File: config.mk
export PLATFORM = sky130hd
export DESIGN_NAME = tvi_inserter
export DESIGN_NICKNAME = d
export VERILOG_FILES = /design/src/rtl/tvi_pkg.sv /design/src/rtl/tvi_sync3.sv /design/src/rtl/tvi_buf2.sv /design/src/rtl/tvi_inserter.sv
export VERILOG_INCLUDE_DIRS = /design/src /design/src/rtl
export SDC_FILE = /design/constraint.sdc
export NUM_CORES = 1
export LEC_CHECK = 0
export ABC_AREA = 1
export BUFFER_PORTS_ARGS = -buffer_cell sky130_fd_sc_hd__buf_2
export CAP_MARGIN = 20
export CELL_PAD_IN_SITES_DETAIL_PLACEMENT = 2
export CELL_PAD_IN_SITES_GLOBAL_PLACEMENT = 2
export CORE_ASPECT_RATIO = 0.5
export CORE_MARGIN = 2
export CORE_UTILIZATION = 29
export DETAILED_ROUTE_END_ITERATION = 6
export HOLD_SLACK_MARGIN = 0.15
export MAX_ROUTING_LAYER = met4
export PLACE_DENSITY_LB_ADDON = 0.05
export SLEW_MARGIN = 25
export SYNTH_ARGS = -nofsm -noshare
export SYNTH_HDL_FRONTEND = slang
export SYNTH_SLANG_ARGS = --single-unit
File: constraint.sdc
create_clock -name clk -period 2.2 [get_ports clk]
set_clock_uncertainty 0.1 [all_clocks]
set_input_delay 0.44 -clock clk [delete_from_list [all_inputs] [get_ports clk]]
set_output_delay 0.44 -clock clk [all_outputs]
set_load 0.02 [all_outputs]
File: src/rtl/tvi_defs.svh
/*
 holds: offsets, field positions, reset values and timing counts of the text inserter
 assumes: included by its bare name from the package and the design files
*/
`ifndef TVI_DEFS_SVH
`define TVI_DEFS_SVH

// register byte addresses
`define TVI_REG_CTRL        12'h000
`define TVI_REG_REQ_TIMING  12'h004
`define TVI_REG_LINE_SEL_LO 12'h008
`define TVI_REG_LINE_SEL_HI 12'h00c
`define TVI_REG_STATUS      12'h010

// control fields
`define TVI_CTRL_ENABLE_BIT 0
`define TVI_CTRL_WIDTH_LSB  4
`define TVI_CTRL_WIDTH_W    4
// request timing fields
`define TVI_REQ_RISE_LSB    0
`define TVI_REQ_FALL_LSB    16
`define TVI_REQ_FIELD_W     12

// reset values
`define TVI_CTRL_RESET      32'h0000_0000
`define TVI_REQ_RISE_RESET  12'h000
`define TVI_REQ_FALL_RESET  12'h000
`define TVI_LINE_SEL_RESET  32'h0000_0000

// timing
`define TVI_SYS_CLK_KHZ     27000
`define TVI_SYNC_TO_TEXT_NS 10200
`define TVI_SYNC_TO_TEXT_CYCLES ((`TVI_SYNC_TO_TEXT_NS * `TVI_SYS_CLK_KHZ) / 1000000)
`define TVI_TEXT_BITS       360
`define TVI_GROUP_BITS      37
`define TVI_GROUP_CLOCKS    144
`define TVI_SHORT_SPACING   9
`define TVI_SHORT_FIRST     10
`define TVI_SAMPLE_PHASE    1
`define TVI_WIDTH_STEP_BITS 8

`endif

File: src/rtl/tvi_pkg.sv
/*
 holds: types shared by the text inserter files
 assumes: tvi_defs.svh is on the include path
*/
`include "tvi_defs.svh"

package tvi_pkg;

    typedef enum logic [1:0]
    {
        TVI_IDLE,
        TVI_WAIT,
        TVI_SEND
    } tvi_state_t;

    typedef struct packed
    {
        logic [8:0] index;
        logic       bit_val;
    } tvi_word_t;

    typedef struct packed
    {
        logic [31:0] paddr;
        logic        psel;
        logic        penable;
        logic        pwrite;
        logic [31:0] pwdata;
    } tvi_apb_req_t;

endpackage : tvi_pkg

File: src/rtl/tvi_sync3.sv
/*
 holds: three-flop pin synchroniser with agreement filter
 assumes: input is asynchronous to clk
*/
`timescale 1ns/1ps
`default_nettype none

module tvi_sync3
(
    // clock and reset
    input  wire logic clk,
    input  wire logic rst,
    // pin and synchronised level
    input  wire logic pin,
    output var  logic level
);

    logic [2:0] stage;
    logic [2:0] next_stage;
    logic       next_level;

    always_comb
    begin
        next_stage = {stage[1:0], pin};
        // first flop only feeds the second
        next_level = (stage[2] == stage[1]) ? stage[1] : level;
    end

    always_ff @(posedge clk)
    begin
        if (rst)
        begin
            stage <= 3'h0;
            level <= 1'h0;
        end
        else
        begin
            stage <= next_stage;
            level <= next_level;
        end
    end

endmodule : tvi_sync3

`default_nettype wire

File: src/rtl/tvi_buf2.sv
/*
 holds: two-entry valid/ready buffer for captured text bits
 assumes: single clock, synchronous reset
*/
`timescale 1ns/1ps
`default_nettype none

module tvi_buf2
(
    // clock and reset
    input  wire logic             clk,
    input  wire logic             rst,
    // fill side
    input  wire logic             in_valid,
    output var  logic             in_ready,
    input  wire tvi_pkg::tvi_word_t in_data,
    // drain side
    output var  logic             out_valid,
    input  wire logic             out_ready,
    output var  tvi_pkg::tvi_word_t out_data
);

    tvi_pkg::tvi_word_t mem [0:1];
    tvi_pkg::tvi_word_t next_mem0;
    tvi_pkg::tvi_word_t next_mem1;
    logic               wr_ptr;
    logic               rd_ptr;
    logic [1:0]         count;
    logic               next_wr_ptr;
    logic               next_rd_ptr;
    logic [1:0]         next_count;
    tvi_pkg::tvi_word_t next_out;
    logic               push;
    logic               pop;

    always_comb
    begin
        in_ready    = (count != 2'h2);
        out_valid   = (count != 2'h0);
        push        = in_valid && in_ready;
        pop         = out_valid && out_ready;
        next_mem0   = (push && !wr_ptr) ? in_data : mem[0];
        next_mem1   = (push && wr_ptr) ? in_data : mem[1];
        next_wr_ptr = push ? !wr_ptr : wr_ptr;
        next_rd_ptr = pop ? !rd_ptr : rd_ptr;
        next_count  = count + {1'h0, push} - {1'h0, pop};
        // read data come from a register
        next_out    = (next_count == 2'h0) ? out_data :
                      (next_rd_ptr ? next_mem1 : next_mem0);
    end

    always_ff @(posedge clk)
    begin
        if (rst)
        begin
            mem[0]   <= '0;
            mem[1]   <= '0;
            wr_ptr   <= 1'h0;
            rd_ptr   <= 1'h0;
            count    <= 2'h0;
            out_data <= '0;
        end
        else
        begin
            mem[0]   <= next_mem0;
            mem[1]   <= next_mem1;
            wr_ptr   <= next_wr_ptr;
            rd_ptr   <= next_rd_ptr;
            count    <= next_count;
            out_data <= next_out;
        end
    end

endmodule : tvi_buf2

`default_nettype wire

File: src/rtl/tvi_inserter.sv
/*
 holds: teletext line inserter: request window, bit cadence, capture, line select, APB regs
 assumes: 27 MHz system clock, hsync_lead pulse from the video timing generator,
          line_number from the same generator, sample stream drained by the interpolator
*/
// The register offsets and the APB interface to the registers are this design's own decisions.
// Functional notes
// - text starts 10.2 us after sync lead
// - request edges programmable; source honours own delay
// - request window fits 360 bits
// - no window while enable bit clear
// - 37 bits map to 144 clocks
// - bits 10,19,28,37 three clocks, others four
// - cadence repeats each group until 360
// - sequencer feeds interpolator with phased bits
// - same timing every line; per-line select
`timescale 1ns/1ps
`default_nettype none
`include "tvi_defs.svh"

module tvi_inserter
(
    // clock and reset
    input  wire logic        clk,
    input  wire logic        rst,
    // apb slave
    input  wire logic [31:0] paddr,
    input  wire logic        psel,
    input  wire logic        penable,
    input  wire logic        pwrite,
    input  wire logic [31:0] pwdata,
    output var  logic [31:0] prdata,
    output var  logic        pready,
    output var  logic        pslverr,
    // video timing
    input  wire logic        hsync_lead,
    input  wire logic [5:0]  line_number,
    // text source pins
    input  wire logic        text_serial_input,
    output var  logic        text_request_out,
    // bit stream to interpolation filter
    output var  logic        bit_valid,
    input  wire logic        bit_ready,
    output var  logic        bit_value,
    output var  logic [8:0]  bit_index,
    output var  logic        insert_active
);

    localparam logic [11:0] SYNC_DELAY = 12'(`TVI_SYNC_TO_TEXT_CYCLES);
    localparam logic [8:0]  LAST_BIT   = 9'(`TVI_TEXT_BITS - 1);
    localparam logic [5:0]  GROUP_LAST = 6'(`TVI_GROUP_BITS - 1);

    // three-clock bits sit at 1-based positions 10,19,28,37 of each group
    function automatic logic is_short_bit(input logic [5:0] pos);
        logic [5:0] p1;
        p1 = pos + 6'h1;
        is_short_bit = (p1 == 6'd10) || (p1 == 6'd19) || (p1 == 6'd28) || (p1 == 6'd37);
    endfunction : is_short_bit

    function automatic logic addr_is(input logic [31:0] a, input logic [11:0] off);
        addr_is = (a[31:12] == 20'h0) && (a[11:0] == off);
    endfunction : addr_is

    // registers
    logic [31:0] ctrl;
    logic [11:0] req_rise;
    logic [11:0] req_fall;
    logic [31:0] line_sel_lo;
    logic [31:0] line_sel_hi;
    logic [31:0] next_ctrl;
    logic [11:0] next_req_rise;
    logic [11:0] next_req_fall;
    logic [31:0] next_line_sel_lo;
    logic [31:0] next_line_sel_hi;
    logic [31:0] next_prdata;
    logic        wr_en;
    logic        rd_en;
    logic        addr_ok;

    // sequencer
    tvi_pkg::tvi_state_t state;
    tvi_pkg::tvi_state_t next_state;
    logic [11:0] line_cnt;
    logic [11:0] next_line_cnt;
    logic [8:0]  bit_cnt;
    logic [8:0]  next_bit_cnt;
    logic [5:0]  grp_pos;
    logic [5:0]  next_grp_pos;
    logic [1:0]  phase;
    logic [1:0]  next_phase;
    logic        req;
    logic        next_req;
    logic        overrun;
    logic        next_overrun;
    logic [8:0]  bit_limit;
    logic        line_on;
    logic        enable;
    logic        text_in;
    logic        cap_valid;
    logic        cap_ready;
    logic        bit_end;
    tvi_pkg::tvi_word_t cap_word;
    tvi_pkg::tvi_word_t out_word;

    assign enable = ctrl[`TVI_CTRL_ENABLE_BIT];
    // width field nonzero trims the window by steps of eight bits
    assign bit_limit = LAST_BIT - 9'(ctrl[`TVI_CTRL_WIDTH_LSB +: `TVI_CTRL_WIDTH_W]
                       * `TVI_WIDTH_STEP_BITS);
    assign line_on = line_number[5] ? line_sel_hi[line_number[4:0]]
                                    : line_sel_lo[line_number[4:0]];

    tvi_sync3 u_sync
    (
        .clk   (clk),
        .rst   (rst),
        .pin   (text_serial_input),
        .level (text_in)
    );

    // apb: zero wait states, unmapped addresses answer with pslverr
    always_comb
    begin
        addr_ok = addr_is(paddr, `TVI_REG_CTRL) || addr_is(paddr, `TVI_REG_REQ_TIMING)
               || addr_is(paddr, `TVI_REG_LINE_SEL_LO) || addr_is(paddr, `TVI_REG_LINE_SEL_HI)
               || addr_is(paddr, `TVI_REG_STATUS);
        pready  = 1'h1;
        pslverr = psel && penable && !addr_ok;
        wr_en   = psel && penable && pwrite && addr_ok;
        rd_en   = psel && !penable && !pwrite;
        next_ctrl        = ctrl;
        next_req_rise    = req_rise;
        next_req_fall    = req_fall;
        next_line_sel_lo = line_sel_lo;
        next_line_sel_hi = line_sel_hi;
        if (wr_en && addr_is(paddr, `TVI_REG_CTRL))
            next_ctrl = pwdata & 32'h0000_00f1;
        if (wr_en && addr_is(paddr, `TVI_REG_REQ_TIMING))
        begin
            next_req_rise = pwdata[`TVI_REQ_RISE_LSB +: `TVI_REQ_FIELD_W];
            next_req_fall = pwdata[`TVI_REQ_FALL_LSB +: `TVI_REQ_FIELD_W];
        end
        if (wr_en && addr_is(paddr, `TVI_REG_LINE_SEL_LO))
            next_line_sel_lo = pwdata;
        if (wr_en && addr_is(paddr, `TVI_REG_LINE_SEL_HI))
            next_line_sel_hi = pwdata;
        next_prdata = prdata;
        if (rd_en)
        begin
            if (addr_is(paddr, `TVI_REG_CTRL))
                next_prdata = ctrl;
            else if (addr_is(paddr, `TVI_REG_REQ_TIMING))
                next_prdata = {4'h0, req_fall, 4'h0, req_rise};
            else if (addr_is(paddr, `TVI_REG_LINE_SEL_LO))
                next_prdata = line_sel_lo;
            else if (addr_is(paddr, `TVI_REG_LINE_SEL_HI))
                next_prdata = line_sel_hi;
            else if (addr_is(paddr, `TVI_REG_STATUS))
                next_prdata = {11'h0, overrun, 2'h0, state, 7'h0, bit_cnt};
            else
                next_prdata = 32'h0000_0000;
        end
    end

    always_ff @(posedge clk)
    begin
        if (rst)
        begin
            ctrl        <= `TVI_CTRL_RESET;
            req_rise    <= `TVI_REQ_RISE_RESET;
            req_fall    <= `TVI_REQ_FALL_RESET;
            line_sel_lo <= `TVI_LINE_SEL_RESET;
            line_sel_hi <= `TVI_LINE_SEL_RESET;
            prdata      <= 32'h0000_0000;
        end
        else
        begin
            ctrl        <= next_ctrl;
            req_rise    <= next_req_rise;
            req_fall    <= next_req_fall;
            line_sel_lo <= next_line_sel_lo;
            line_sel_hi <= next_line_sel_hi;
            prdata      <= next_prdata;
        end
    end

    // bit end: three-clock bits end at phase 2, others at phase 3
    assign bit_end = is_short_bit(grp_pos) ? (phase == 2'h2) : (phase == 2'h3);
    // capture at one fixed phase reached by both lengths
    assign cap_valid = (state == tvi_pkg::TVI_SEND) && (phase == 2'(`TVI_SAMPLE_PHASE));
    assign cap_word  = '{index: bit_cnt, bit_val: text_in};

    always_comb
    begin
        next_state    = state;
        next_line_cnt = line_cnt;
        next_bit_cnt  = bit_cnt;
        next_grp_pos  = grp_pos;
        next_phase    = phase;
        next_req      = req;
        // sticky until a selected line starts while enabled; a word captured while the buffer is full is dropped
        next_overrun  = overrun || (cap_valid && !cap_ready);
        if (line_cnt != 12'hfff)
            next_line_cnt = line_cnt + 12'h1;
        // request edges count from sync lead
        if (line_cnt == req_rise && state != tvi_pkg::TVI_IDLE)
            next_req = 1'h1;
        if (line_cnt == req_fall)
            next_req = 1'h0;
        case (state)
            tvi_pkg::TVI_IDLE:
            begin
                next_req = 1'h0;
                if (hsync_lead && enable && line_on)
                begin
                    next_state    = tvi_pkg::TVI_WAIT;
                    next_line_cnt = 12'h0;
                    next_overrun  = 1'h0;
                end
            end
            tvi_pkg::TVI_WAIT:
            begin
                // same placement every line; SEND starts SYNC_DELAY clocks after sync lead, first bit shows two clocks later
                if (line_cnt == SYNC_DELAY - 12'h1)
                begin
                    next_state   = tvi_pkg::TVI_SEND;
                    next_bit_cnt = 9'h0;
                    next_grp_pos = 6'h0;
                    next_phase   = 2'h0;
                end
            end
            tvi_pkg::TVI_SEND:
            begin
                next_phase = phase + 2'h1;
                if (bit_end)
                begin
                    next_phase   = 2'h0;
                    // 37 bits then wrap: 33*4+4*3 = 144 clocks
                    next_grp_pos = (grp_pos == GROUP_LAST) ? 6'h0 : grp_pos + 6'h1;
                    next_bit_cnt = bit_cnt + 9'h1;
                    if (bit_cnt == bit_limit)
                    begin
                        next_state = tvi_pkg::TVI_IDLE;
                        next_req   = 1'h0;
                    end
                end
            end
            default:
            begin
                next_state = tvi_pkg::TVI_IDLE;
            end
        endcase
        if (!enable)
        begin
            next_state = tvi_pkg::TVI_IDLE;
            next_req   = 1'h0;
        end
    end

    always_ff @(posedge clk)
    begin
        if (rst)
        begin
            state    <= tvi_pkg::TVI_IDLE;
            line_cnt <= 12'h0;
            bit_cnt  <= 9'h0;
            grp_pos  <= 6'h0;
            phase    <= 2'h0;
            req      <= 1'h0;
            overrun  <= 1'h0;
        end
        else
        begin
            state    <= next_state;
            line_cnt <= next_line_cnt;
            bit_cnt  <= next_bit_cnt;
            grp_pos  <= next_grp_pos;
            phase    <= next_phase;
            req      <= next_req;
            overrun  <= next_overrun;
        end
    end

    assign text_request_out = req;
    assign insert_active    = (state == tvi_pkg::TVI_SEND);

    // buffered hand-off to the interpolator
    tvi_buf2 u_buf
    (
        .clk       (clk),
        .rst       (rst),
        .in_valid  (cap_valid),
        .in_ready  (cap_ready),
        .in_data   (cap_word),
        .out_valid (bit_valid),
        .out_ready (bit_ready),
        .out_data  (out_word)
    );

    assign bit_value = out_word.bit_val;
    assign bit_index = out_word.index;

endmodule : tvi_inserter

`default_nettype wire

-- Yosys cells after proc, flatten, opt, wreduce, memory -nomap -nowiden
Memories as Yosys holds them, arrays and structs flattened.
Cells that the tools add are included.
- flip-flop bits (word level): 176
- RAM bits: 20
- output and inout port bits: 47
- memories kept: 1
- add/subtract/negate cells: 7
- $lt $le $gt $ge: 1
- equal/unequal tests: 25
- multiplexer cells: 45
- bitwise logic cells: 3
- reduce and logical (&&, ||, !) cells: 49
- memories (memory ; words ; width ; read ports ; clocked after memory_dff ; wr ports ; RTL line ; text):
    u_buf.mem ; 2 ; 10 ; 2 ; 0 ; 2 ; tvi_buf2.sv:23 ; tvi_pkg::tvi_word_t mem [0:1];
- operators by type and width (cell ; number):
    2-to-1 mux 32 bit ; 4
    2-to-1 mux 10 bit ; 5
    2-to-1 mux 12 bit ; 3
    equality test 12 bit ; 2
    equality test 12 x 4 -> 1 bit, second input constant ; 2
    logical AND 1 bit ; 24
    2-to-1 mux 21 bit ; 1
    logical NOT 20 bit ; 1
    2-to-1 mux 6 bit ; 3
    2-to-1 mux 9 bit ; 2
    case mux 9 bit (2 select lines) ; 1
    2-to-1 mux 1 bit ; 14
    adder 12 x 1 -> 12 bit, second input constant ; 1
    equality test 12 x 3 -> 1 bit, second input constant ; 1
    equality test 12 x 5 -> 1 bit, second input constant ; 1
    equality test 12 x 9 -> 1 bit, second input constant ; 1
    equality test 6 x 5 -> 1 bit, second input constant ; 2
    equality test 6 bit, second input constant ; 2
    logical NOT 12 bit ; 1
    2-to-1 mux 2 bit ; 6
    inequality test 12 bit, second input constant ; 1
    case mux 6 bit (2 select lines) ; 1
    binary-select mux 1 bit (select 5 bit) ; 2
    adder 9 x 1 -> 9 bit, second input constant ; 1
    other kinds (26) ; 48

-- Longest topological paths before layout
- word-level depth: 8
- mapped depth: 16
- gate-level depth less buffers: 15

-- Hierarchy
From an unflattened synthesis, not the netlist that was laid out.
- cell total of the unflattened synthesis: 1518
- area, all modules: 10349.9 um2
- by module, submodules not included (module ; times used ; cells an instance ; area an instance (um2)):
    tvi_inserter ; 1 ; 1268 ; 8627.0
    tvi_buf2 ; 1 ; 237 ; 1601.5
    tvi_sync3 ; 1 ; 13 ; 121.4

-- Worst setup path before layout
Ideal clock, no wire load.
- path type: register to register
- start: reg u_buf.count[1]
- end: reg u_buf.out_data[3] (netlist bit)
- library setup time: 117 ps
- arrival time: 2066 ps
- data required time: 1983 ps
- setup slack: -83 ps
- cell stages (with the launch flop): 14
- buffers on the path: 1
- period minus slack after synthesis: 2283 ps
- path through: dfxtp_1 inv_1 nand2_1 nand2_1 inv_1 ha_1 inv_1 ha_1 xnor2_1 xor2_1 nand2_1 clkbuf_1 o221ai_1 inv_1
- RTL lines (what ; RTL line ; text):
    from (decl) ; tvi_buf2.sv:28 ; logic [1:0] count;
    from (signal assigned) ; tvi_buf2.sv:69 ; count <= next_count;
    nonzero test 2 bit (*) ; tvi_buf2.sv:39 ; out_valid = (count != 2'h0);
    net bit_valid ; tvi_inserter.sv:42 ; output var logic bit_valid,
    logical AND 1 bit (*) ; tvi_buf2.sv:41 ; pop = out_valid && out_ready;
    subtractor 2 x 1 -> 2 bit or 2-to-1 mux 1 bit (tied branches) ; tvi_buf2.sv:46, tvi_buf2.sv:45 ;
    logical NOT 2 bit or 2-to-1 mux 10 bit (tied branches) ; tvi_buf2.sv:48, tvi_buf2.sv:49 ;
    to (signal assigned) ; tvi_buf2.sv:70 ; out_data <= next_out;
    to (decl) ; tvi_buf2.sv:20 ; output var tvi_pkg::tvi_word_t out_data
The timed path passes the listed nets; every way through them passes the cells marked *.
A chain may end at the register's enable or synchronous reset.

-- Final worst setup path
- start: reg u_buf.count[0]
- end: reg u_buf.count[1]
- cells in the longest elaborated chain, start to end: 4
- RTL lines (what ; RTL line ; text):
    inequality test 2 bit ; tvi_buf2.sv:38 ; in_ready = (count != 2'h2);
    logical AND 1 bit ; tvi_buf2.sv:40 ; push = in_valid && in_ready;
    adder 2 x 1 -> 2 bit ; tvi_buf2.sv:46 ; next_count = count + {1'h0, push} - {1'h0, pop};
    subtractor 2 x 1 -> 2 bit (*) ; tvi_buf2.sv:46 ;
Every way passes the cells marked *; elsewhere a longest branch is shown, timed or not.

==> impl_summary.md <==
Outcome
The run finished with clean final reports.

Pwr
The sum of internal, switching and leakage power is 0.008212 W. The net switching power is 0.002409 W. The switching share of power is ~29%.

The standby leakage power is 5.889 nW. The maximum vdd ir drop is 374.6 uV. The part of the total power dissipated in sequential elements is 44.7%. The clock network burns between 40% and 50% of the power. Dividing total power by cell area gives a power density of approximately 620 nW/um2. Combinational cells account for between 10 and 15% of the total power. The internal power is just under 0.006 W.

Synthesis
The synthesized instance count is between 1500 and 2000. After synthesis the cells add up to 10130 um2. The fraction of the yosys area taken by sequential cells is around two fifths.

The number of enable-type register cells in the synthesized netlist is 0. The async set-reset flop share out of synthesis is 0%. The net count after synthesis is 1652.

The synthesized design spends more area on one cell type than any other, namely sky130_fd_sc_hd__dfxtp_1. The primary flip-flop cell chosen by synthesis mapping is sky130_fd_sc_hd__dfxtp_1. Ranked by total cell area, the synthesized netlist is headed by sky130_fd_sc_hd__dfxtp_1, sky130_fd_sc_hd__nand2_1, sky130_fd_sc_hd__nor2_1. The count of state elements after synthesis is approximately 200.

For this run, the number of Yosys warnings is 0. A synthesized cell averages 6.487 um2. The most common cell in the synthesized netlist is sky130_fd_sc_hd__nand2_1. The number of distinct library cell variants in the gate-level netlist after synthesis is 45. The area share of the largest cell type after synthesis is about two fifths.

The commonest cells after synthesis are sky130_fd_sc_hd__nand2_1, sky130_fd_sc_hd__nor2_1, sky130_fd_sc_hd__dfxtp_1.

STA
The worst path in the final design needs a cycle of 2196 ps, including I/O delays and setup. The worst pin sits at a relative slew slack of 61.74%. Derived from the worst setup path, the maximum achievable clock frequency is 455.3 MHz. The slew at the pin closest to its max-slew limit is 570.7 ps. The count of final hold-check violations is 0. The share of the cycle needed by the critical path after routing is 99.84%. In the final timing run, aggregate negative setup slack is 0 ps. The max-slew violation count came to 0. The setup-violating endpoint count in the final report is 0. Setup repair after global routing could not meet its margin everywhere.

Setup path
At the worst endpoint, the arrival time is 2490 ps. The worst path required time is between 2000 and 2500 ps. The top fanout value on the critical path is 2. The worst setup path is captured at a flop.

The kind of start point of the critical path is a flop. The type of the worst setup path is reg2reg.

Detailed routing
The number of design rule violations left after detail routing is 0. The pre-antenna-repair detailed-routing pass consisted of 4 iterations. The detail-routed net length per standard cell is 19.47 um. The first routing iteration left 512 violations. The via total after detailed routing is 11097. In the routed layout, each cell is associated on average with a via count of around 4.9. The final routed wirelength across all metal layers is 43800 um. The detail route stage leaves a number of antenna-violating nets equal to 0.

Clock tree
The insertion delay to the later sink of the worst-skew pair is 470 ps. The clock tree from TritonCTS is yes. In this run, CTS created clock tree buffers numbering 17. The clock sink count is 196.

The clock-pin slew reported for the worst setup and hold paths after clock tree synthesis is 90 ps. The root buffer cell chosen for the clock tree is sky130_fd_sc_hd__clkbuf_16. The H-tree generated during clock tree synthesis spans 4 levels.

The clock tree buffer depth is 2.

Floorplanning
The count of boundary I/O pins is 125. The placement row count is 48. The starting density of the core is between 20% and 30%. Measured along the x axis, the die boundary spans roughly 270 um. The die is between 100 and 150 um tall. The full die area is 36550 um2. The placeable core region is 34470 um2.

Placement
Routability-driven placement finished with a final weighted congestion of 0.8456. Input and output buffers added on the ports amount to roughly 120. After detailed placement, the total cell area comes to 11910 um2. The cell count after placement is roughly 2200.

Detailed placement finished with a half-perimeter wire length of 31420 um.

Min path
The class of the tightest hold or removal check is in2reg.

Cells and area
In the final design database the tool counted 1851 nets. The filler cell count in the final layout is 4148. With fillers left out, the area of the finished cells amounts to 13200 um2. The post-layout instance count excluding filler cells is between 2000 and 2500. The area added between synthesis and finish is 30.25%. The proportion of layout cells with a drive suffix above 1 is 20.86%.

At the end of the flow the core is filled with cells to between 30% and 40%.

Flow run
The count of maximum capacitance violations is 0.

GRT
The first global-routing pass estimated 66750 um of wire. The initial antenna violation count is 0. The number of global-route vias before repair was about 12000. After global routing the overflow that remains totals 0.

Entering global routing, the biggest net connects 65 pins. Global routing used 24.52% of the available tracks across all layers.
-- cell usage in the layout, fill, tap and decap left out, types with 19 or more instances in the layout --
| cell | instances |
|---|---|
| sky130_fd_sc_hd__nand3_1 | 108 |
| sky130_fd_sc_hd__inv_1 | 165 |
| sky130_fd_sc_hd__buf_2 | 122 |
| sky130_fd_sc_hd__nand2_1 | 359 |
| sky130_fd_sc_hd__o21ai_1 | 27 |
| sky130_fd_sc_hd__a21oi_1 | 107 |
| sky130_fd_sc_hd__nor2_1 | 265 |
| sky130_fd_sc_hd__buf_4 | 90 |
| sky130_fd_sc_hd__clkbuf_16 | 19 |
| sky130_fd_sc_hd__o21ai_0 | 65 |
| sky130_fd_sc_hd__o22ai_1 | 27 |
| sky130_fd_sc_hd__dfxtp_1 | 184 |
-- per-stage QoR --
step | worst slack [ps] | hold WS (ps)
floorplan | 10.21 | 288.3
global placement | -139.0 | 308.2
detailed placement | -285.8 | 303.6
CTS | -78.10 | 159.7
global route | -99.26 | 176.8
finish | 3.519 | 172.0
-- kinds of logic after synthesis --
logic type / synth area share [%]
AND/OR/NAND/NOR: 34.33
buffers and inverters: 10.30
AO/OA/AOI/OAI: 13.03
flip-flops: 38.72
XOR/XNOR: 1.815
adder cells (fa/ha/maj): 1.482
multiplexers: 0.2963
other: 0.03701
-- worst max-delay path: stages, from the launching register on --
cell and delay, ps:
sky130_fd_sc_hd__dfxtp_2 340, sky130_fd_sc_hd__inv_2 70, sky130_fd_sc_hd__nand2_2 50, sky130_fd_sc_hd__nand2_2 70, sky130_fd_sc_hd__inv_2 40, sky130_fd_sc_hd__ha_4 250
sky130_fd_sc_hd__inv_2 40, sky130_fd_sc_hd__ha_4 170, sky130_fd_sc_hd__xnor2_4 130, sky130_fd_sc_hd__xor2_2 170, sky130_fd_sc_hd__buf_4 150, sky130_fd_sc_hd__buf_4 120
sky130_fd_sc_hd__buf_4 120, sky130_fd_sc_hd__buf_4 120, sky130_fd_sc_hd__buf_4 120, sky130_fd_sc_hd__nor2_1 80
-- routing by layer --
| metal | routed length, um | GRT usage, % |
|---|---|---|
| met4 | 598 | 5.556 |
| met5 | 0 | - |
| met3 | 1029 | 3.260 |
| met1 | 20480 | 30.89 |
| met2 | 21690 | 41.95 |
-- sequential cells by signal, summed over array words and instances (netlist names), 6 cells and up --
name,cells
u_buf.mem,20
line_sel_hi,32
line_sel_lo,32
req_rise,12
grp_pos,6
prdata,32
bit_cnt,9
u_buf.out_data,10
req_fall,12
line_cnt,12
-- repair_timing --
item / in CTS / in global routing
endpoints found under the hold margin: 16 / 0
setup endpoints to repair: 28 / 62
resized for setup: 26 / 80
setup buffers: 11 / 6
pin swaps: 11 / 27
hold buffers: 15 / 0
cloned: 1 / 3
-- worst paths after layout --
| kind | startpoint | to | slack (ps) | depth (start not counted) |
|---|---|---|---|---|
| worst min register to register | u_sync.stage[0]$_SDFF_PP0_ | u_sync.stage[1]$_SDFF_PP0_ | 310 | 2 |
| worst max register to register | u_buf.count[0]$_SDFF_PP0_ | u_buf.count[1]$_SDFF_PP0_ | 4 | 15 |
| worst max-delay path | u_buf.count[0]$_SDFF_PP0_ | u_buf.count[1]$_SDFF_PP0_ | 4 | 15 |
| worst min-delay path | pwdata[18] | req_fall[2]$_SDFFE_PP0P_ | 170 | 3 |
-- power by group through the flow --
stage	Sequential [W]	Clock, W	Combinational [W]
after floorplan	0.00380	0	0.000447
after global placement	0.00374	0	0.000972
after detailed placement	0.00375	0	0.00101
after CTS	0.00367	0.00340	0.00120
after global routing	0.00367	0.00354	0.00134
final	0.00367	0.00332	0.00122
-- cell type report --
class	instances	area, um2	share of cell area, %
repair buffers	252	1911	14.48
diodes	1	2.502	0.01896
inverters	182	689.4	5.223
well taps	475	594.3	4.503
clock inverters	13	138.9	1.052
multi-input cells	1112	5466	41.42
flip-flops and latches	196	3944	29.88
clock buffers	19	452.9	3.432
(Power assumes the default switching activity.)
